### config.mk
export PLATFORM = sky130hd
export DESIGN_NAME = bfs_breaker_failure
export DESIGN_NICKNAME = d
export VERILOG_FILES = /design/src/bfs_sync.v /design/src/bfs_breaker_failure.v
export VERILOG_INCLUDE_DIRS = /design/src /design/src/src
export SDC_FILE = /design/constraint.sdc
export NUM_CORES = 1
export LEC_CHECK = 0
export ABC_AREA = 1
export BUFFER_PORTS_ARGS = -buffer_cell sky130_fd_sc_hd__buf_2
export CAP_MARGIN = 20
export CORE_ASPECT_RATIO = 1.1
export CORE_UTILIZATION = 58
export DETAILED_ROUTE_END_ITERATION = 10
export PLACE_DENSITY = 0.91
export SLEW_MARGIN = 20
export SYNTH_ARGS = -nofsm -noshare
export SYNTH_HDL_FRONTEND = slang
export SYNTH_SLANG_ARGS = --single-unit
### constraint.sdc
create_clock -name ref_clk -period 7.7 [get_ports ref_clk]
set_input_delay 1.54 -clock ref_clk [delete_from_list [all_inputs] [get_ports ref_clk]]
set_output_delay 1.54 -clock ref_clk [all_outputs]
set_load 0.01 [all_outputs]
### src/bfs_defines.vh
// constants for the breaker failure supervisor
`ifndef BFS_DEFINES_VH
`define BFS_DEFINES_VH
`define BFS_ADDR_CTRL 5'h00
`define BFS_ADDR_TIME 5'h04
`define BFS_ADDR_STAT 5'h08
`define BFS_ADDR_IRQS 5'h0C
`define BFS_ADDR_MASK 5'h10
`define BFS_ADDR_ACK 5'h14
`define BFS_CTRL_TRIG_LSB 0
`define BFS_CTRL_SCHEME_LSB 2
`define BFS_CTRL_EN_BIT 4
`define BFS_CTRL_RST 5'h00
`define BFS_TIME_MS 32'h0000_0064
`define BFS_CLK_KHZ 32'h0001_E848
`define BFS_TIME_RST (`BFS_TIME_MS * `BFS_CLK_KHZ)
`define BFS_TRIG_EVERY 2'h0
`define BFS_TRIG_OUTSIDE 2'h1
`define BFS_TRIG_OVERCUR 2'h2
`define BFS_TRIG_NONE 2'h3
`define BFS_SCH_CURRENT 2'h0
`define BFS_SCH_POSITION 2'h1
`define BFS_SCH_BOTH 2'h2
`define BFS_IRQ_START 0
`define BFS_IRQ_FAIL 1
`define BFS_IRQ_REJECT 2
`endif

### src/bfs_sync.v
// two flip-flop synchroniser for a bundle of pin inputs
`timescale 1ns/1ns
module bfs_sync #(
  parameter WIDTH = 8
) (
  // clock and reset
  input wire ref_clk,
  input wire rst,
  // data
  input wire [WIDTH-1:0] din,
  output wire [WIDTH-1:0] dout
);
  reg [WIDTH-1:0] meta_ff;
  reg [WIDTH-1:0] sync_ff;
  genvar i;
  generate
    for (i = 0; i < WIDTH; i = i + 1)
    begin : g_bit
      always @(posedge ref_clk or posedge rst)
      begin
        if (rst)
        begin
          meta_ff[i] <= 1'b0;
          sync_ff[i] <= 1'b0;
        end
        else
        begin
          meta_ff[i] <= din[i];
          sync_ff[i] <= meta_ff[i];
        end
      end
    end
  endgenerate
  assign dout = sync_ff;
endmodule // bfs_sync

### src/bfs_breaker_failure.v
// breaker failure supervisor with axi4-lite registers
//
// The register offsets and register access over AXI4-Lite are this design's own decisions.
`timescale 1ns/1ns
`include "bfs_defines.vh"
module bfs_breaker_failure (
  // clock and reset
  input wire ref_clk,
  input wire rst,
  // relay inputs
  input wire outsideTrip,
  input wire overcurrentTrip,
  input wire otherTrip,
  input wire extraTriggerInputA,
  input wire extraTriggerInputB,
  input wire extraTriggerInputC,
  input wire currentAboveThreshold,
  input wire breakerPosOpen,
  // relay outputs
  output reg failureTrip,
  output reg lockOut,
  output reg irq,
  // axi4-lite write address
  input wire [4:0] s_axi_awaddr,
  input wire s_axi_awvalid,
  output reg s_axi_awready,
  // axi4-lite write data
  input wire [31:0] s_axi_wdata,
  input wire [3:0] s_axi_wstrb,
  input wire s_axi_wvalid,
  output reg s_axi_wready,
  // axi4-lite write response
  output reg [1:0] s_axi_bresp,
  output reg s_axi_bvalid,
  input wire s_axi_bready,
  // axi4-lite read
  input wire [4:0] s_axi_araddr,
  input wire s_axi_arvalid,
  output reg s_axi_arready,
  output reg [31:0] s_axi_rdata,
  output reg [1:0] s_axi_rresp,
  output reg s_axi_rvalid,
  input wire s_axi_rready
);
  localparam ST_IDLE = 2'd0;
  localparam ST_RUN = 2'd1;
  localparam ST_REJECT = 2'd2;
  localparam ST_FAILED = 2'd3;

  wire [7:0] syncIn;
  wire sOutside;
  wire sOvercur;
  wire sOther;
  wire [2:0] sExtra;
  wire sCurHigh;
  wire sPosOpen;
  reg [4:0] ctrl_ff;
  reg [31:0] time_ff;
  reg [2:0] irqStat_ff;
  reg [2:0] irqMask_ff;
  reg [1:0] state_ff;
  reg [1:0] nxt_state;
  reg [31:0] count_ff;
  reg [31:0] nxt_count;
  reg trigPrev_ff;
  reg [4:0] awAddr_ff;
  reg awHeld_ff;
  reg [31:0] wData_ff;
  reg [3:0] wStrb_ff;
  reg wHeld_ff;
  reg selTrip;
  reg trigger;
  reg breakerOpen;
  reg [2:0] evt;
  wire doWrite;
  wire trigRise;
  wire [31:0] ctrlMerged;

  bfs_sync #(
    .WIDTH(8)
  ) u_sync (
    .ref_clk(ref_clk),
    .rst(rst),
    .din({breakerPosOpen, currentAboveThreshold, extraTriggerInputC,
      extraTriggerInputB, extraTriggerInputA, otherTrip,
      overcurrentTrip, outsideTrip}),
    .dout(syncIn)
  );
  assign sOutside = syncIn[0];
  assign sOvercur = syncIn[1];
  assign sOther = syncIn[2];
  assign sExtra = syncIn[5:3];
  assign sCurHigh = syncIn[6];
  assign sPosOpen = syncIn[7];

  // byte-lane merge of a write into a stored word
  function [31:0] mergeBytes;
    input [31:0] old;
    input [31:0] data;
    input [3:0] strb;
    integer b;
    begin
      mergeBytes = old;
      for (b = 0; b < 4; b = b + 1)
        if (strb[b])
          mergeBytes[b*8 +: 8] = data[b*8 +: 8];
    end
  endfunction

  // control word widened for the lane merge
  assign ctrlMerged = mergeBytes({27'h0, ctrl_ff}, wData_ff, wStrb_ff);

  always @*
  begin
    case (ctrl_ff[`BFS_CTRL_TRIG_LSB +: 2])
      `BFS_TRIG_EVERY: selTrip = sOutside | sOvercur | sOther;
      `BFS_TRIG_OUTSIDE: selTrip = sOutside;
      `BFS_TRIG_OVERCUR: selTrip = sOvercur;
      default: selTrip = 1'b0;
    endcase
    trigger = ctrl_ff[`BFS_CTRL_EN_BIT] & (selTrip | (|sExtra));
    case (ctrl_ff[`BFS_CTRL_SCHEME_LSB +: 2])
      `BFS_SCH_CURRENT: breakerOpen = ~sCurHigh;
      `BFS_SCH_POSITION: breakerOpen = sPosOpen;
      default: breakerOpen = ~sCurHigh & sPosOpen;
    endcase
  end

  assign trigRise = trigger & ~trigPrev_ff;

  always @*
  begin
    nxt_state = state_ff;
    nxt_count = count_ff;
    evt = 3'b000;
    case (state_ff)
      ST_IDLE:
      begin
        // start only on fresh trigger with breaker closed
        if (trigRise && !breakerOpen)
        begin
          nxt_state = ST_RUN;
          nxt_count = time_ff;
          evt[`BFS_IRQ_START] = 1'b1;
        end
      end
      ST_RUN:
      begin
        if (breakerOpen)
        begin
          nxt_state = trigger ? ST_REJECT : ST_IDLE;
          evt[`BFS_IRQ_REJECT] = trigger;
        end
        else if (count_ff <= 32'h0000_0001)
        begin
          nxt_state = ST_FAILED;
          evt[`BFS_IRQ_FAIL] = 1'b1;
        end
        else
          nxt_count = count_ff - 32'h0000_0001;
      end
      ST_REJECT:
      begin
        if (!trigger)
          nxt_state = ST_IDLE;
      end
      default:
      begin
        // back to stand-by once triggers gone
        if (!trigger)
          nxt_state = ST_IDLE;
      end
    endcase
  end

  assign doWrite = awHeld_ff & wHeld_ff & ~s_axi_bvalid;

  always @(posedge ref_clk or posedge rst)
  begin
    if (rst)
    begin
      state_ff <= ST_IDLE;
      count_ff <= 32'h0000_0000;
      trigPrev_ff <= 1'b0;
      failureTrip <= 1'b0;
      lockOut <= 1'b0;
      irq <= 1'b0;
      ctrl_ff <= `BFS_CTRL_RST;
      time_ff <= `BFS_TIME_RST;
      irqStat_ff <= 3'b000;
      irqMask_ff <= 3'b000;
      awAddr_ff <= 5'h00;
      awHeld_ff <= 1'b0;
      wData_ff <= 32'h0000_0000;
      wStrb_ff <= 4'h0;
      wHeld_ff <= 1'b0;
      s_axi_awready <= 1'b0;
      s_axi_wready <= 1'b0;
      s_axi_bvalid <= 1'b0;
      s_axi_bresp <= 2'b00;
      s_axi_arready <= 1'b0;
      s_axi_rvalid <= 1'b0;
      s_axi_rresp <= 2'b00;
      s_axi_rdata <= 32'h0000_0000;
    end
    else
    begin
      state_ff <= nxt_state;
      count_ff <= nxt_count;
      trigPrev_ff <= trigger;
      failureTrip <= (nxt_state == ST_FAILED);
      irq <= |(irqStat_ff & irqMask_ff);
      // write channel capture, either order
      s_axi_awready <= ~awHeld_ff & ~s_axi_awready & s_axi_awvalid;
      if (s_axi_awvalid && s_axi_awready)
      begin
        awAddr_ff <= s_axi_awaddr;
        awHeld_ff <= 1'b1;
      end
      s_axi_wready <= ~wHeld_ff & ~s_axi_wready & s_axi_wvalid;
      if (s_axi_wvalid && s_axi_wready)
      begin
        wData_ff <= s_axi_wdata;
        wStrb_ff <= s_axi_wstrb;
        wHeld_ff <= 1'b1;
      end
      if (s_axi_bvalid && s_axi_bready)
        s_axi_bvalid <= 1'b0;
      // lock set with trip; ack clears unless trip sets it again
      if (nxt_state == ST_FAILED && state_ff != ST_FAILED)
        lockOut <= 1'b1;
      else if (doWrite && awAddr_ff == `BFS_ADDR_ACK && wStrb_ff[0]
        && wData_ff[0])
        lockOut <= 1'b0;
      // sticky status, set beats write-one-to-clear
      if (doWrite && awAddr_ff == `BFS_ADDR_IRQS && wStrb_ff[0])
        irqStat_ff <= (irqStat_ff & ~wData_ff[2:0]) | evt;
      else
        irqStat_ff <= irqStat_ff | evt;
      if (doWrite)
      begin
        awHeld_ff <= 1'b0;
        wHeld_ff <= 1'b0;
        s_axi_bvalid <= 1'b1;
        s_axi_bresp <= 2'b00;
        if (awAddr_ff == `BFS_ADDR_CTRL)
          ctrl_ff <= ctrlMerged[4:0];
        else if (awAddr_ff == `BFS_ADDR_TIME)
          time_ff <= mergeBytes(time_ff, wData_ff, wStrb_ff);
        else if (awAddr_ff == `BFS_ADDR_MASK)
        begin
          if (wStrb_ff[0])
            irqMask_ff <= wData_ff[2:0];
        end
        else if (awAddr_ff == `BFS_ADDR_IRQS || awAddr_ff == `BFS_ADDR_ACK)
          s_axi_bresp <= 2'b00;
        else
          s_axi_bresp <= 2'b10;
      end
      // read channel
      s_axi_arready <= ~s_axi_rvalid & ~s_axi_arready & s_axi_arvalid;
      if (s_axi_rvalid && s_axi_rready)
        s_axi_rvalid <= 1'b0;
      if (s_axi_arvalid && s_axi_arready)
      begin
        s_axi_rvalid <= 1'b1;
        s_axi_rresp <= 2'b00;
        if (s_axi_araddr == `BFS_ADDR_CTRL)
          s_axi_rdata <= {27'h0, ctrl_ff};
        else if (s_axi_araddr == `BFS_ADDR_TIME)
          s_axi_rdata <= time_ff;
        else if (s_axi_araddr == `BFS_ADDR_STAT)
          s_axi_rdata <= {28'h0, lockOut, failureTrip, state_ff};
        else if (s_axi_araddr == `BFS_ADDR_IRQS)
          s_axi_rdata <= {29'h0, irqStat_ff};
        else if (s_axi_araddr == `BFS_ADDR_MASK)
          s_axi_rdata <= {29'h0, irqMask_ff};
        else if (s_axi_araddr == `BFS_ADDR_ACK)
          s_axi_rdata <= 32'h0000_0000;
        else
        begin
          s_axi_rdata <= 32'h0000_0000;
          s_axi_rresp <= 2'b10;
        end
      end
    end
  end
endmodule // bfs_breaker_failure

==> results.tsv <==
metric	value	unit
pre_cts_ws	4.06	ns
ios	105	
fin_setup_tns	0	ns
maxCapViolCount	0	
drive_gt1_share	15.3	%
outcome	complete, no violations	
viasPerCell	5.52	
grt_max_degree	101	
yosysSeqAreaShare	55.1	%
io_buffers	102	
gr-total-overflow	0	
area_delta_synth_final	15.0	%
placed_area	8790	µm²
cellInternalPower	2.24	mW
power.share.clock	21.3	%
syn_area	8160	µm²
worst_clock_skew	0.00744	ns
power_switching_share	44.0	%
drt_wl_total	20900	µm
max_freq	357	MHz
setup_viol	0	
path_clk_slew	0.06	ns
vias	7351	
cp_max_fo	47	
ys_seq_elements	179	
synth_top_area_share	51.2	%
grt_use_total	31.1	%
drc	0	
cts_buffer_depth	2	
p_seq_share	36.6	%
drt-pass1-iter-count	5	
cp_slowest_stage_delay	0.74	ns
worstSkewPairLatency	0.43	ns
cts.repair.resized	0	
drv_slew	0	
synth_edf_count	0	
diodes	0	
drt_iter0_drc	748	
cp_data_required_time	8.03	ns
path_common_cell	nand2_1	
worst_slack	4.90	ns
num-nets-final	1193	
place.gp.congestion	0.915	
htree_levels	4	
start_kind	input pin	
design_area	9390	µm²
hpwl	14200	µm
cts_sinks	179	
start_util	59.2	%
crit_arrival	3.12	ns
coreArea	13800	µm²
path_class	in -> reg	
crit_path_end_kind	flop	
async_flop_share	100	%
power_switching	1.76	mW
hp-class	reg -> reg	
max_slew_margin	41.4	%
p_leak	4.97	nW
syn_area_per_cell	7.89	µm²
slowest_stage	inv_2	
grt_pass1_wl	34500	µm
die_h	126	µm
cts_tree	built	
cts_hold_buf	0	
netlist_top_cells_count	nand2_1, dfrtp_1, inv_1	
cts_buffers	17	
crit_chain	buf_2, nand2_1, inv_2, nand2_1, o21ai_0	
antenna_found_initial	0	
grt_pass1_vias	7201	
ir_worst_vdd	0.214	mV
syn_inst	1035	
yosysTopAreaCell	dfrtp_1	
die_x	115	µm
synth_top_flop_cell	dfrtp_1	
p_per_area	426	nW/µm²
wl_per_cell	15.7	µm
synth_cell_types	38	
ant_nets	0	
synth_area_leaders	dfrtp_1, nand2_1, o21ai_0	
fp-row-count	45	
clock-root-buffer	clkbuf_16	
pwr-share-comb	42.0	%
yosysMostFrequentCell	nand2_1	
final_hold_viol_count	0	
yosysWarnings	0	
die_area	14600	µm²
finalCritPeriodShare	36.3	%
fin_crit	2.80	ns
tightestPinTransition	0.879	ns
postCtsSetupBuffers	0	
rsz0062_at_grt	no	
[power groups by stage]
stage          registers [mW]  clock network [mW]  logic, mW
4_1_cts                  1.45               0.862       1.66
3_5_place_dp             1.46                   0       1.63
3_3_place_gp             1.45                   0       1.57
6_report                 1.46               0.853       1.68
5_1_grt                  1.49               0.895       1.91
2_1_floorplan            1.40                   0       1.24
[sequential cells by signal, summed over array words and instances, names as in the netlist, 2 cells and up]
register and flops:
irqStat_ff 3, s_axi_rdata 32, u_sync.dout 8, u_sync.meta_ff 8, irqMask_ff 3, count_ff 32
wStrb_ff 4, ctrl_ff 5, state_ff 2, time_ff 32, wData_ff 32, awAddr_ff 5
[critical path: cells and delay by family]
kind	cells	cell delay, ns
buffers and inverters	2	0.82
and+or+nand+nor	2	0.61
AOI/OAI and AO/OA	1	0.14
[path summary, 6_finish.rpt]
| path | startpoint | endpoint | slack (ns) | cells after the start |
|---|---|---|---|---|
| max | s_axi_wvalid | wData_ff[7]$_DFFE_PP0P_ | 4.90 | 5 |
| min | u_sync.meta_ff[1]$_DFF_PP0_ | u_sync.dout[1]$_DFF_PP0_ | 0.35 | 0 |
| max reg2reg | state_ff[1]$_DFF_PP0_ | count_ff[11]$_DFFE_PP0P_ | 5.14 | 8 |
| min reg2reg | u_sync.meta_ff[1]$_DFF_PP0_ | u_sync.dout[1]$_DFF_PP0_ | 0.35 | 0 |
| max in group asynchronous | rst | time_ff[17]$_DFFE_PP1P_ | 5.13 | 4 |
| min in group asynchronous | rst | s_axi_rdata[0]$_DFFE_PP0P_ | 1.28 | 2 |
[placed cells by master, fill, tap and decap left out, types with 2 or more instances in the layout]
cell and n:
a21oi_1 26, buf_2 102, buf_4 4, bufinv_16 2, clkbuf_1 3, clkbuf_16 17, clkinv_2 2, clkinv_4 3
clkinvlp_4 2, conb_1 2, dfrtp_1 167, dfstp_2 12, ha_1 2, inv_1 105, inv_2 4, inv_6 2
mux2_2 2, nand2_1 384, nand2_2 3, nand3_1 44, nand4_1 14, nor2_1 103, nor2_2 9, nor3_2 2
nor3b_1 3, o21ai_0 81, o21ai_1 20, o21bai_1 2, o221ai_1 2, o22ai_1 4
[kinds of logic (layout without fill, tap and decap cells)]
family	Yosys count	after routing	synth area share (%)
compound gates	140	140	8.97
mux	2	2	0.276
other cells	1	2	0.0459
fa+ha+maj	2	2	0.307
simple gates	569	569	28.3
flops	179	179	55.1
buf+inv	142	249	7.04
[final cells by class]
class | count | area [µm²]
Clock buffer | 21 | 450
Clock inverter | 11 | 131
Fill cell | 1017 | 4410
Inverter | 110 | 418
Multi-Input combinational cell | 715 | 3100
Sequential cell | 179 | 4490
Tap cell | 188 | 235
Timing Repair Buffer | 107 | 561
[stage by stage]
step	total power [mW]	hold WS [ns]	cells	util, %
4_1_cts	3.98	0.351	1330	67.9
6_report	4.00	0.348	1331	68.1
3_3_place_gp	3.02	0.333	1298	63.7
5_1_grt	4.29	0.355	1331	68.1
3_5_place_dp	3.09	0.335	1298	63.7
2_1_floorplan	2.64	0.331	1036	-
[layer usage]
layer / routed length (µm) / vias to the layer above / GRT usage [%]
met2: 10000 / 371 / 49.4
met5: 0 / - / 0
li1: - / 3435 / -
met1: 8370 / 3473 / 41.0
met3: 1720 / 72 / 7.07
met4: 824 / 0 / 13.9
Note: power is estimated with default switching activity, not from simulation.
